===== config.mk =====
export PLATFORM = sky130hd
export DESIGN_NAME = system_clock_control
export DESIGN_NICKNAME = d
export VERILOG_FILES = /design/src/hdl/system_clock_control.v
export VERILOG_INCLUDE_DIRS = /design/src /design/src/hdl
export SDC_FILE = /design/constraint.sdc
export NUM_CORES = 1
export LEC_CHECK = 0
export BUFFER_PORTS_ARGS = -buffer_cell sky130_fd_sc_hd__clkbuf_2
export CAP_MARGIN = 20
export CORE_UTILIZATION = 50
export CTS_CLUSTER_DIAMETER = 120
export CTS_CLUSTER_SIZE = 25
export DETAILED_ROUTE_END_ITERATION = 10
export GPL_TIMING_DRIVEN = 0
export PLACE_DENSITY = 0.88
export SETUP_SLACK_MARGIN = 0.5
export SLEW_MARGIN = 30
export SYNTH_ARGS = -nofsm -noshare
export SYNTH_HDL_FRONTEND = slang
export SYNTH_SLANG_ARGS = --single-unit

===== constraint.sdc =====
create_clock -name clk -period 1.97 [get_ports clk]
set_clock_uncertainty 0.15 [all_clocks]
set_input_delay 0 -clock clk [delete_from_list [all_inputs] [get_ports clk]]
set_output_delay 0 -clock clk [all_outputs]
set_load 0.02 [all_outputs]

===== src/hdl/clock_control_defines.vh =====
// Register map, field positions, reset values and codes of the system clock control block
`ifndef CLOCK_CONTROL_DEFINES_VH
`define CLOCK_CONTROL_DEFINES_VH

`define ADDR_PERIPH_GATE_TWO     32'h40000034
`define ADDR_OSC_SOURCE_ENABLE   32'h40000040
`define ADDR_SYS_CLOCK_SELECT    32'h40000044
`define ADDR_CLOCK_MONITOR       32'h40000048
`define ADDR_CLOCK_OUTPUT        32'h40000050
`define ADDR_NMI_CONTROL         32'h40000054

`define RST_PERIPH_GATE_TWO      32'h00000101
`define MASK_PERIPH_GATE_TWO     32'hF1733F37
`define RST_SLOW_OSC_FIELD       4'h1
`define MASK_SYS_CLOCK_SELECT    32'h0F071307
`define MASK_MONITOR_CONTROL     32'h00000CCC
`define MASK_CLOCK_OUTPUT        32'h000000FF
`define MASK_NMI_CONTROL         32'h00FF807F

`define SUB_EN_HI                15
`define SUB_EN_LO                12
`define SLOW_EN_HI               11
`define SLOW_EN_LO               8
`define FAST_EN_HI               7
`define FAST_EN_LO               4
`define MAIN_EN_HI               3
`define MAIN_EN_LO               0
`define SUB_POWER_DOWN_KEEP      4'hC

`define AHB_DIV_HI               27
`define AHB_DIV_LO               24
`define APB_DIV_HI               18
`define APB_DIV_LO               16
`define PLL_SRC_BIT              12
`define PLL_PRE_HI               9
`define PLL_PRE_LO               8
`define MASTER_SEL_HI            2
`define MASTER_SEL_LO            0
`define AHB_DIV_MAX              4'h9
`define APB_DIV_MAX              3'h4

`define SRC_SLOW                 3'h0
`define SRC_SUB                  3'h1
`define SRC_FAST                 3'h2
`define SRC_MASTER               3'h4
`define SRC_FAST_OUT             3'h5
`define SRC_MAIN                 3'h6
`define SRC_PLL                  3'h7

`define MON_GROUP_WIDTH          4
`define MON_ENABLE_POS           3
`define MON_IRQ_EN_POS           2
`define MON_FAIL_POS             1
`define MON_STOPPED_POS          0
`define MON_SUB                  2
`define MON_MASTER               1
`define MON_MAIN                 0

`define CLOCK_OUT_PIN_SRC_HI              7
`define CLOCK_OUT_PIN_SRC_LO              5
`define CLOCK_OUT_PIN_EN_BIT              4
`define CLOCK_OUT_PIN_DIV_HI              3
`define CLOCK_OUT_PIN_DIV_LO              0

`define NMI_PRIO_HI              23
`define NMI_PRIO_LO              16
`define NMI_GLOBAL_BIT           15
`define NMI_PWM_B_PROT_BIT       6
`define NMI_MASTER_FAIL_BIT      1

`endif


===== src/hdl/system_clock_control.v =====
// System clock control: gating, oscillator enables, master mux, dividers, monitors, clock out
// How it works
// - Each peripheral clock runs only while its gate bit is one.
// - Four 4-bit oscillator enable fields; nonzero enables, zero disables.
// - Sub crystal enable field cleared only by power-on or low-voltage reset.
// - Master clock source chosen by 3-bit code; reserved codes are ignored.
// - AHB clock is master clock divided by 2^code, codes 0 to 9.
// - APB clock is AHB clock divided by 2^code, codes 0 to 4.
// - PLL source bit picks fast internal (0) or main crystal (1).
// - PLL source pre-divided by 1, 2, 4 or 8.
// - Three monitor groups: enable, interrupt enable, fail flag, stopped status.
// - Stopped status is one while the monitored clock does not toggle.
// - Fail flag sets on clock error, cleared by writing one to it.
// - Clock error interrupt requested only while its enable bit is one.
// - A source is monitored only while its oscillator is enabled, except a master clock taken from the PLL.
// - Monitoring windows are timed by the slow internal oscillator.
// - Clock-out source chosen by 3-bit code at bits 7:5.
// - Clock-out pin drives the clock only when bit 4 is one, else low.
// - Clock-out divider zero passes through, else divides by twice its value.
// - Selected priority level becomes NMI source while enable bit 15 is one.
// - Second motor PWM protection interrupt routed to NMI when bit 6 set.
// - Master clock error interrupt routed to NMI when bit 1 set.
//
// Added by the designer: the address-and-strobe port.
`timescale 1ns/10ps
`default_nettype none
`include "clock_control_defines.vh"

module system_clock_control (
    input  wire        clk,
    input  wire        rst_n,
    input  wire        powerRst_n,
    input  wire [31:0] addr,
    input  wire [31:0] wrData,
    input  wire        wrStrobe,
    input  wire        rdStrobe,
    output reg  [31:0] rdData,
    input  wire        slowInternalOsc,
    input  wire        subCrystalOsc,
    input  wire        fastInternalOsc,
    input  wire        mainCrystalOsc,
    input  wire        pllOutputClock,
    input  wire        pwmBProtectIrq,
    output wire        subCrystalEnable,
    output wire        slowInternalOscEnable,
    output wire        fastInternalOscEnable,
    output wire        mainCrystalEnable,
    output wire        subCrystalPowerDownKeep,
    output reg         masterClock,
    output reg         ahbClock,
    output reg         apbClock,
    output reg  [31:0] peripheralClock,
    output reg         pllInputClock,
    output reg         clockOutPin,
    output wire        subCrystalFailIrq,
    output wire        masterFailIrq,
    output wire        mainCrystalFailIrq,
    output wire [7:0]  nmiPrioritySource,
    output wire        nmiPriorityEnable,
    output wire        nmiRequest
);

    reg  [31:0] gate_reg;
    reg  [3:0]  subEnField_reg;
    reg  [11:0] oscEnLow_reg;
    reg  [31:0] clockSelect_reg;
    reg  [11:0] monitorCtl_reg;
    reg  [2:0]  failFlag_reg;
    reg  [2:0]  stopped_reg;
    reg  [7:0]  clockOut_reg;
    reg  [31:0] nmiCtl_reg;
    reg  [2:0]  masterSel_reg;
    reg  [3:0]  ahbDiv_reg;
    reg  [2:0]  apbDiv_reg;
    reg         masterPrev_reg;
    reg  [8:0]  masterCnt_reg;
    reg         ahbPrev_reg;
    reg  [3:0]  ahbCnt_reg;
    reg  [31:0] gateEff_reg;
    reg         pllSrcPrev_reg;
    reg  [2:0]  pllCnt_reg;
    reg         outSrcPrev_reg;
    reg  [3:0]  outCnt_reg;
    reg         outDiv_reg;
    reg         slowPrev_reg;
    reg  [2:0]  monPrev_reg;
    reg  [2:0]  monSeen_reg;
    wire [2:0]  masterReq;
    wire [3:0]  ahbReq;
    wire [2:0]  apbReq;
    wire        pllSrcLevel;
    wire [2:0]  outSrcCode;
    wire [3:0]  outDivCode;
    wire        outSrcLevel;
    wire        slowRise;
    wire [2:0]  monLevel;
    wire [2:0]  monOscOn;
    wire [2:0]  monActive;
    wire [2:0]  monIrqEn;
    wire [2:0]  failClear;
    wire        masterOscOn;
    wire [11:0] monitorRead;
    wire [15:0] oscRead;
    wire [31:0] monitorWrite;

    // Clock level of a master-mux code; reserved codes give zero
    function masterLevel;
        input [2:0] code;
        input       slowL;
        input       subL;
        input       fastL;
        input       mainL;
        input       pllL;
        begin
            case (code)
                `SRC_SLOW: masterLevel = slowL;
                `SRC_SUB:  masterLevel = subL;
                `SRC_FAST: masterLevel = fastL;
                `SRC_MAIN: masterLevel = mainL;
                `SRC_PLL:  masterLevel = pllL;
                default:   masterLevel = 1'b0;
            endcase
        end
    endfunction
    function masterCodeValid;
        input [2:0] code;
        begin
            case (code)
                `SRC_SLOW, `SRC_SUB, `SRC_FAST, `SRC_MAIN, `SRC_PLL: masterCodeValid = 1'b1;
                default: masterCodeValid = 1'b0;
            endcase
        end
    endfunction
    // Tap of a ripple count giving division by 2^code; code zero is handled by the caller
    function tapBit;
        input [8:0] cnt;
        input [3:0] code;
        reg   [8:0] shifted;
        begin
            shifted = 9'h000;
            if (code != 4'h0) begin
                shifted = cnt >> (code - 4'h1);
            end
            tapBit = shifted[0];
        end
    endfunction
    function risingEdge;
        input nowL;
        input prevL;
        begin
            risingEdge = nowL & ~prevL;
        end
    endfunction

    assign subCrystalEnable        = (subEnField_reg != 4'h0);
    assign subCrystalPowerDownKeep = (subEnField_reg == `SUB_POWER_DOWN_KEEP);
    assign slowInternalOscEnable   = (oscEnLow_reg[`SLOW_EN_HI:`SLOW_EN_LO] != 4'h0);
    assign fastInternalOscEnable   = (oscEnLow_reg[`FAST_EN_HI:`FAST_EN_LO] != 4'h0);
    assign mainCrystalEnable       = (oscEnLow_reg[`MAIN_EN_HI:`MAIN_EN_LO] != 4'h0);
    assign masterReq  = clockSelect_reg[`MASTER_SEL_HI:`MASTER_SEL_LO];
    assign ahbReq     = clockSelect_reg[`AHB_DIV_HI:`AHB_DIV_LO];
    assign apbReq     = clockSelect_reg[`APB_DIV_HI:`APB_DIV_LO];
    assign outSrcCode = clockOut_reg[`CLOCK_OUT_PIN_SRC_HI:`CLOCK_OUT_PIN_SRC_LO];
    assign outDivCode = clockOut_reg[`CLOCK_OUT_PIN_DIV_HI:`CLOCK_OUT_PIN_DIV_LO];
    // PLL source: fast internal or main crystal
    assign pllSrcLevel = clockSelect_reg[`PLL_SRC_BIT] ? mainCrystalOsc : fastInternalOsc;
    assign outSrcLevel = (outSrcCode == `SRC_MASTER)   ? masterClock     :
                         (outSrcCode == `SRC_FAST_OUT) ? fastInternalOsc :
                         (outSrcCode == `SRC_FAST)     ? 1'b0            :
                         masterLevel(outSrcCode, slowInternalOsc, subCrystalOsc, 1'b0,
                                     mainCrystalOsc, pllOutputClock);
    // Monitor groups: [2] sub crystal, [1] master clock, [0] main crystal
    assign masterOscOn = masterLevel(masterSel_reg, slowInternalOscEnable, subCrystalEnable,
                                     fastInternalOscEnable, mainCrystalEnable, 1'b1);
    assign monLevel  = {subCrystalOsc, masterClock, mainCrystalOsc};
    assign monOscOn  = {subCrystalEnable, masterOscOn, mainCrystalEnable};
    assign slowRise  = risingEdge(slowInternalOsc, slowPrev_reg);
    genvar g;
    generate
        for (g = 0; g < 3; g = g + 1) begin : monGroup
            assign monActive[g] = monitorCtl_reg[g * `MON_GROUP_WIDTH + `MON_ENABLE_POS]
                                  & monOscOn[g];
            assign monIrqEn[g]  = monitorCtl_reg[g * `MON_GROUP_WIDTH + `MON_IRQ_EN_POS];
            assign failClear[g] = wrStrobe && (addr == `ADDR_CLOCK_MONITOR)
                                  && wrData[g * `MON_GROUP_WIDTH + `MON_FAIL_POS];
            assign monitorRead[g * `MON_GROUP_WIDTH + `MON_GROUP_WIDTH - 1:
                               g * `MON_GROUP_WIDTH] =
                {monitorCtl_reg[g * `MON_GROUP_WIDTH + `MON_ENABLE_POS],
                 monIrqEn[g], failFlag_reg[g], stopped_reg[g]};
        end
    endgenerate
    assign subCrystalFailIrq  = failFlag_reg[`MON_SUB] & monIrqEn[`MON_SUB];
    assign masterFailIrq      = failFlag_reg[`MON_MASTER] & monIrqEn[`MON_MASTER];
    assign mainCrystalFailIrq = failFlag_reg[`MON_MAIN] & monIrqEn[`MON_MAIN];
    assign nmiPrioritySource = nmiCtl_reg[`NMI_PRIO_HI:`NMI_PRIO_LO];
    assign nmiPriorityEnable = nmiCtl_reg[`NMI_GLOBAL_BIT];
    assign nmiRequest = (pwmBProtectIrq & nmiCtl_reg[`NMI_PWM_B_PROT_BIT])
                      | (masterFailIrq & nmiCtl_reg[`NMI_MASTER_FAIL_BIT]);

    assign oscRead = {subEnField_reg, oscEnLow_reg};
    assign monitorWrite = wrData & `MASK_MONITOR_CONTROL;
    // Sub crystal enable survives every reset except power-on and low-voltage
    always @(posedge clk or negedge powerRst_n) begin
        if (!powerRst_n) begin
            subEnField_reg <= 4'h0;
        end else if (wrStrobe && addr == `ADDR_OSC_SOURCE_ENABLE) begin
            subEnField_reg <= wrData[`SUB_EN_HI:`SUB_EN_LO];
        end
    end

    // Register writes
    always @(posedge clk or negedge rst_n) begin
        if (!rst_n) begin
            gate_reg        <= `RST_PERIPH_GATE_TWO;
            oscEnLow_reg    <= {`RST_SLOW_OSC_FIELD, 8'h00};
            clockSelect_reg <= 32'h00000000;
            monitorCtl_reg  <= 12'h000;
            clockOut_reg    <= 8'h00;
            nmiCtl_reg      <= 32'h00000000;
        end else if (wrStrobe) begin
            case (addr)
                `ADDR_PERIPH_GATE_TWO:   gate_reg <= wrData & `MASK_PERIPH_GATE_TWO;
                `ADDR_OSC_SOURCE_ENABLE: oscEnLow_reg <= wrData[`SLOW_EN_HI:`MAIN_EN_LO];
                `ADDR_SYS_CLOCK_SELECT:  clockSelect_reg <= wrData & `MASK_SYS_CLOCK_SELECT;
                `ADDR_CLOCK_MONITOR:     monitorCtl_reg <= monitorWrite[11:0];
                `ADDR_CLOCK_OUTPUT:      clockOut_reg <= wrData[7:0];
                `ADDR_NMI_CONTROL:       nmiCtl_reg <= wrData & `MASK_NMI_CONTROL;
                default: ;
            endcase
        end
    end

    // Register reads, data valid the cycle after the strobe
    always @(posedge clk or negedge rst_n) begin
        if (!rst_n) begin
            rdData <= 32'h00000000;
        end else if (rdStrobe) begin
            case (addr)
                `ADDR_PERIPH_GATE_TWO:   rdData <= gate_reg;
                `ADDR_OSC_SOURCE_ENABLE: rdData <= {16'h0000, oscRead};
                `ADDR_SYS_CLOCK_SELECT:  rdData <= clockSelect_reg;
                `ADDR_CLOCK_MONITOR:     rdData <= {20'h00000, monitorRead};
                `ADDR_CLOCK_OUTPUT:      rdData <= {24'h000000, clockOut_reg};
                `ADDR_NMI_CONTROL:       rdData <= nmiCtl_reg;
                default:                 rdData <= 32'h00000000;
            endcase
        end else begin
            rdData <= 32'h00000000;
        end
    end

    // Master mux and bus clock dividers
    always @(posedge clk or negedge rst_n) begin
        if (!rst_n) begin
            masterSel_reg  <= `SRC_SLOW;
            masterClock    <= 1'b0;
            masterPrev_reg <= 1'b0;
            masterCnt_reg  <= 9'h000;
            ahbDiv_reg     <= 4'h0;
            apbDiv_reg     <= 3'h0;
            ahbClock       <= 1'b0;
            ahbPrev_reg    <= 1'b0;
            ahbCnt_reg     <= 4'h0;
            apbClock       <= 1'b0;
        end else begin
            // Switch only while both the old and the new source sit low
            if (masterCodeValid(masterReq) && masterReq != masterSel_reg
                && !masterLevel(masterSel_reg, slowInternalOsc, subCrystalOsc,
                                fastInternalOsc, mainCrystalOsc, pllOutputClock)
                && !masterLevel(masterReq, slowInternalOsc, subCrystalOsc,
                                fastInternalOsc, mainCrystalOsc, pllOutputClock)) begin
                masterSel_reg <= masterReq;
            end
            masterClock <= masterLevel(masterSel_reg, slowInternalOsc, subCrystalOsc,
                                       fastInternalOsc, mainCrystalOsc, pllOutputClock);
            masterPrev_reg <= masterClock;
            if (risingEdge(masterClock, masterPrev_reg)) begin
                masterCnt_reg <= masterCnt_reg + 9'h001;
                // Divider codes take effect at a master edge; reserved codes are ignored
                if (ahbReq <= `AHB_DIV_MAX) begin
                    ahbDiv_reg <= ahbReq;
                end
                if (apbReq <= `APB_DIV_MAX) begin
                    apbDiv_reg <= apbReq;
                end
            end
            ahbClock <= (ahbDiv_reg == 4'h0) ? masterClock
                                             : tapBit(masterCnt_reg, ahbDiv_reg);
            ahbPrev_reg <= ahbClock;
            if (risingEdge(ahbClock, ahbPrev_reg)) begin
                ahbCnt_reg <= ahbCnt_reg + 4'h1;
            end
            apbClock <= (apbDiv_reg == 3'h0) ? ahbClock
                                             : tapBit({5'h00, ahbCnt_reg}, {1'b0, apbDiv_reg});
        end
    end

    // Peripheral gates change only while the bus clock is low
    always @(posedge clk or negedge rst_n) begin
        if (!rst_n) begin
            gateEff_reg     <= `RST_PERIPH_GATE_TWO;
            peripheralClock <= 32'h00000000;
        end else begin
            if (!apbClock) begin
                gateEff_reg <= gate_reg;
            end
            peripheralClock <= {32{apbClock}} & gateEff_reg;
        end
    end

    // PLL input prescaler
    always @(posedge clk or negedge rst_n) begin
        if (!rst_n) begin
            pllSrcPrev_reg <= 1'b0;
            pllCnt_reg     <= 3'h0;
            pllInputClock  <= 1'b0;
        end else begin
            pllSrcPrev_reg <= pllSrcLevel;
            if (risingEdge(pllSrcLevel, pllSrcPrev_reg)) begin
                pllCnt_reg <= pllCnt_reg + 3'h1;
            end
            pllInputClock <= (clockSelect_reg[`PLL_PRE_HI:`PLL_PRE_LO] == 2'h0) ? pllSrcLevel
                : tapBit({6'h00, pllCnt_reg},
                         {2'h0, clockSelect_reg[`PLL_PRE_HI:`PLL_PRE_LO]});
        end
    end

    // Clock output divider and pin
    always @(posedge clk or negedge rst_n) begin
        if (!rst_n) begin
            outSrcPrev_reg <= 1'b0;
            outCnt_reg     <= 4'h0;
            outDiv_reg     <= 1'b0;
            clockOutPin    <= 1'b0;
        end else begin
            outSrcPrev_reg <= outSrcLevel;
            if (risingEdge(outSrcLevel, outSrcPrev_reg) && outDivCode != 4'h0) begin
                // Toggle every divider-value source edges: period is twice the value
                if (outCnt_reg >= outDivCode - 4'h1) begin
                    outCnt_reg <= 4'h0;
                    outDiv_reg <= ~outDiv_reg;
                end else begin
                    outCnt_reg <= outCnt_reg + 4'h1;
                end
            end
            if (!clockOut_reg[`CLOCK_OUT_PIN_EN_BIT]) begin
                clockOutPin <= 1'b0;
            end else if (outDivCode == 4'h0) begin
                clockOutPin <= outSrcLevel;
            end else begin
                clockOutPin <= outDiv_reg;
            end
        end
    end

    // Clock monitors: a source that shows no rising edge in one slow-oscillator period failed
    integer k;
    always @(posedge clk or negedge rst_n) begin
        if (!rst_n) begin
            slowPrev_reg <= 1'b0;
            monPrev_reg  <= 3'h0;
            monSeen_reg  <= 3'h0;
            stopped_reg  <= 3'h0;
            failFlag_reg <= 3'h0;
        end else begin
            slowPrev_reg <= slowInternalOsc;
            monPrev_reg  <= monLevel;
            for (k = 0; k < 3; k = k + 1) begin
                if (!monActive[k]) begin
                    monSeen_reg[k] <= 1'b0;
                    stopped_reg[k] <= 1'b0;
                    if (failClear[k]) begin
                        failFlag_reg[k] <= 1'b0;
                    end
                end else if (slowRise) begin
                    monSeen_reg[k] <= 1'b0;
                    stopped_reg[k] <= ~monSeen_reg[k];
                    if (!monSeen_reg[k]) begin
                        failFlag_reg[k] <= 1'b1;
                    end else if (failClear[k]) begin
                        failFlag_reg[k] <= 1'b0;
                    end
                end else begin
                    if (risingEdge(monLevel[k], monPrev_reg[k])) begin
                        monSeen_reg[k] <= 1'b1;
                    end
                    if (failClear[k]) begin
                        failFlag_reg[k] <= 1'b0;
                    end
                end
            end
        end
    end

endmodule
`default_nettype wire


== Word level (Yosys, flattened, before mapping) ==
Index checks and enable logic that the tools add are counted.

* Register bits: 218
* Output and inout bits: 87
* Word-level logic and storage cells: 191
* Input port bits: 75

* Eq/ne operators: 28
* Add/sub/neg operators: 8
* Reductions and logical operators: 36
* Multiplexer cells: 47
* Shift operators: 3
* Magnitude comparators: 3
* Bitwise logic cells: 30

{| class="wikitable"
|+ Operators with widths
! operator !! count
|-
| 32-bit by 31-bit equality test with 1-bit output (second input constant) || 6
|-
| 32-bit one-hot mux with 6 select lines || 1
|-
| 1-bit 2-to-1 mux || 40
|-
| 32-bit AND || 1
|-
| 32-bit 2-to-1 mux || 1
|-
| 3-bit equality test (second input constant) || 8
|-
| 4-bit nonzero test || 6
|-
| 2-bit AND reduction || 9
|-
| 1-bit AND || 16
|-
| 1-bit one-hot mux with 5 select lines || 3
|-
| 3-bit zero test || 4
|-
| 1-bit inverter || 12
|-
| 9-bit by 1-bit adder with 9-bit output (second input constant) || 1
|-
| 3-bit by 1-bit equality test with 1-bit output (second input constant) || 3
|-
| 3-bit by 2-bit equality test with 1-bit output (second input constant) || 3
|-
| 1-bit logical AND || 9
|-
| 3-bit by 2-bit != test with 1-bit output (second input constant) || 3
|-
| 9-bit by 4-bit >> shifter with 1-bit output || 1
|-
| 4-bit by 1-bit adder with 4-bit output (second input constant) || 2
|-
| 4-bit zero test || 2
|-
| 4-bit by 1-bit subtractor with 4-bit output (second input constant) || 2
|-
| 2-bit != test (second input constant) || 3
|-
| 5-bit OR reduction || 1
|-
| 4-bit equality test (second input constant) || 1
|-
| 16 further kinds || 17
|}

== Longest topological paths before layout ==
* Depth after elaboration: 8
* Mapped depth: 8
* Mapped depth without buffers: 8

== Worst setup path after synthesis ==
No wires, ideal clock.

* Path type: reg2reg
* Start: register masterSel_reg[0]
* End: register masterSel_reg[0]
* Arrival time: 1.811 ns
* Buffers on the path: 1
* Setup slack: -0.116 ns
* Library setup time: 0.125 ns
* Cell stages (with the launch flop): 7
* Cell sequence: dfrtp_1 > clkbuf_1 > mux2_2 > a22oi_1 > o21ai_0 > a2111o_1 > mux2_2

* Cells in the longest elaborated chain, start to end: 5
* Elaborated cells on any way between the ends: 11

{| class="wikitable"
|+ Ends and longest elaborated chain
! item !! RTL line !! RTL
|-
| from (decl) || system_clock_control.v:72 || <nowiki>reg [2:0] masterSel_reg;</nowiki>
|-
| from (signal assigned) || system_clock_control.v:255 || <nowiki>masterSel_reg <= `SRC_SLOW;</nowiki>
|-
| from (signal assigned) || system_clock_control.v:272 || <nowiki>masterSel_reg <= masterReq;</nowiki>
|-
| 3-bit equality test (tied with other cells) || system_clock_control.v:115 || <nowiki>case (code)</nowiki>
|-
| 1-bit one-hot mux with 5 select lines || system_clock_control.v:115 ||
|-
| 1-bit zero test || system_clock_control.v:268 || <nowiki>&& !masterLevel(masterSel_reg, slowInternalOsc, subCrystalOsc,</nowiki>
|-
| 1-bit logical AND * || system_clock_control.v:268 ||
|-
| 1-bit logical AND * || system_clock_control.v:270 || <nowiki>&& !masterLevel(masterReq, slowInternalOsc, subCrystalOsc,</nowiki>
|}

Mark *: on every way between the ends. The rest lies on a longest branch, timed or not.
A chain may end at the register's enable or synchronous reset.

== Worst setup path in the final report ==
* Start: register masterSel_reg[0]
* End: register masterSel_reg[1]

Same word-level chain as after synthesis.

==> run metrics <==
Arr. time, crit path 2.27 ns; status complete, but fails checks; CP max stage cell dfrtp_1; Post-Place Cells 1,091; sequential share of power 53.8%; Clock Root Buffer clkbuf_16; Max clock buf depth 3; Reg clk slew, reported paths 0.11 ns; async set-reset flop share out of synthesis 100.0%; antenna violation net count after detailed routing 0; combinational power share 14.5%; grt ovf 0; Layout Cells excl Fill 1,259; r2r worst-path depth 6; vias in the first global route 7,481; Max Slew Vio Count 0; Synth warnings 0; CP endpoint kind register; hold crit path type in2reg; CTS Buf Count 12; Hold Path Depth 4; dominant cells by area after synthesis dfrtp_1 (56%), mux2_2 (14%), buf_4 (2.0%), ha_1 (2.0%), nand2_1 (1.8%); critical path class reg2reg; Peak VDD IR 0.6967 mV; EDFF count, synth 0; Routed wire per std cell 24.71 um; GRT Util Overall 29.70%; total number of vias 7,523; Slew headroom 60.65%; clk_lat worst skew 0.49 ns; Synth top area share 56.24%; switching share of power 27.22%; Die Y 135.7 um; pin count of the biggest net entering global routing 86; Required @ worst endpoint 2.20 ns; Synth Register Bits 206; die area 18,430 sq um; synth cell count leaders dfrtp_1 (201), mux2_2 (111), nand2_1 (42), nor2_1 (42), and2_1 (25); Starting Density 51.53%; Mapped Cells 705; placed wire-length estimate after detailed placement 15,710 um; DRC 0; Synth-to-Final Area Change 50.52%; setup violators final 3; Final period util 103.2%; RSZ-0062 raised after global routing yes; max incr delay on CP 0.38 ns; final setup margin -0.06256 ns; CP most frequent cell mux2_4; Die W 135.7 um; cell with the most instances after synthesis dfrtp_1; Routed WL 31,110 um; P_sw 0.002332 W; Slew @ Worst Pin 0.5890 ns; Final #Nets 1,119; WHS -0.09186 ns; Hold Vio Cnt, Final 43; failing checks negative hold slack, negative setup slack; Syn Std Cell Area 8944 sq um; htree depth 1; crit-path cells clkbuf_8 -> mux2_4 -> a22oi_2 -> o21ai_2 -> a2111o_1 -> mux2_4; RePlAce Congestion 0.8370; CTS tree built; pwr dens 636.6 nW/um^2; Synth cell types 57; Synth Area per Inst 12.69 sq um; Core ar. 17,360 sq um; fill cell count 895; max_cap viols 0; Core Rows 48; layout cell share with drive strength beyond 1 54.60%; drt initial violations 554; Pleak 6.581 nW; Final min period 2.033 ns; dpl ws -0.4758 ns; max reg flops 32; max frequency 492.0 MHz; first-pass GRT wire length 41,180 um; port buffer count 148; 1st-pass router iterations 5; Most flops, register rdData; Startpoint Class register; Int Power 0.006237 W; initial antenna violation count 0; Clk network pwr share 31.7%; num ports 162; area leader, netlist dfrtp_1; Seq/Total Area, Yosys 57.71%; vias per std cell 5.975; clock sink total 206; Primary FF master, synth dfrtp_1; critical path peak fanout 4
==> cells in the final DEF, fill, tap and decap left out, types with 6 or more instances in the layout <==
cell type      instances
a21oi_1               10
a21oi_2               10
buf_12                16
nor2_4                 9
xnor2_1                9
inv_1                  8
a22oi_1                8
and2_1                24
o21ai_1                6
nand2_1               28
clkbuf_16             17
conb_1                11
ha_1                   9
a222oi_1               6
dlygate4sd3_1         47
and3_1                13
nand2_2                9
mux2_2                28
nor2_1                28
buf_6                 35
xor2_1                 6
mux2_4                86
mux2i_1                8
clkbuf_2             136
inv_2                  9
buf_8                 14
nor3_4                 6
buf_16                 6
dfrtp_1              197
buf_4                 78
==> path summary, 6_finish.rpt <==
path | slack (ns) | startpoint | endpoint
worst max-delay path | -0.06 | masterSel_reg[0]$_DFFE_PN0P_ | masterSel_reg[1]$_DFFE_PN0P_
worst min-delay path | -0.09 | pllOutputClock | masterClock$_DFF_PN0_
worst max register to register | -0.06 | masterSel_reg[0]$_DFFE_PN0P_ | masterSel_reg[1]$_DFFE_PN0P_
worst min register to register | 0.33 | ahbClock$_DFF_PN0_ | ahbPrev_reg$_DFF_PN0_
max in group asynchronous | 0.71 | rst_n | gate_reg[0]$_DFFE_PN1P_
min in group asynchronous | -0.05 | rst_n | ahbCnt_reg[2]$_DFFE_PN0P_
==> area by class of cell <==
type / count / area, sq um / share of cell area, %
Inverter: 17 / 63.81 / 0.4740
Tap cell: 225 / 281.5 / 2.091
Timing Repair Buffer: 301 / 2517 / 18.70
Clock inverter: 1 / 20.02 / 0.1487
Buffer: 49 / 546.8 / 4.062
Multi-Input combinational cell: 443 / 4527 / 33.63
Sequential cell: 206 / 5166 / 38.38
Clock buffer: 16 / 336.6 / 2.500
Antenna cell: 1 / 2.502 / 0.01859
==> per-layer routing <==
metal  part of all wire [%]  global-route usage [%]  wire (um)  vias up
met3                    7.0                   4.938       2183      161
met4                    6.7                   14.86       2083        0
met2                     51                   50.54      15750      488
met1                     36                   36.46      11090     3751
li1                       -                       -          -     3123
met5                      0                       0          0        -
==> cells by family after synthesis <==
family | after synthesis | synth area share, %
adders and majority gates | 14 | 1.959
muxes | 127 | 16.23
DFF | 206 | 57.71
xor gates and xnor gates | 19 | 1.861
other | 1 | 0.04193
and+or+nand+nor | 187 | 11.36
buffers and inverters | 66 | 4.169
AOI/OAI and AO/OA | 85 | 6.673
==> through the flow <==
step	total power, W	util (%)	hold WS (ns)	instance area, sq um	TNS (ns)
5_1_grt	0.008809	77.54	-0.07035	13460	-0.4217
6_report	0.008569	77.56	-0.09186	13460	-0.1461
4_1_cts	0.008289	72.51	-0.1103	12580	-0.06790
2_1_floorplan	0.005088	-	-0.4456	9558	0
3_5_place_dp	0.005488	61.48	-0.3381	10670	-28.30
3_3_place_gp	0.005415	60.96	-0.3392	10580	-610.89
==> repair_timing <==
action	in CTS	in global routing
cloned	3	2
pin swaps	48	45
hold endpoints to repair	270	5
setup buffers	62	34
hold buffers	48	1
gates resized for setup	114	154
setup endpoints to repair	153	159
==> critical path, delay by kind of cell (launching register included) <==
family	cells	cell delay [ns]
multiplexers	2	0.63
AO/OA/AOI/OAI	3	0.63
flip-flops	1	0.38
buffers and inverters	1	0.14
==> power by group through the flow <==
stage	registers [W]	clock network [W]	logic, W
after global routing	0.00463	0.00284	0.00134
after detailed placement	0.00463	0	0.000856
final	0.00461	0.00272	0.00124
after global placement	0.00462	0	0.000793
after CTS	0.00456	0.00268	0.00105
after floorplan	0.00461	0	0.000482
Note: power is estimated with default switching activity, not from simulation.
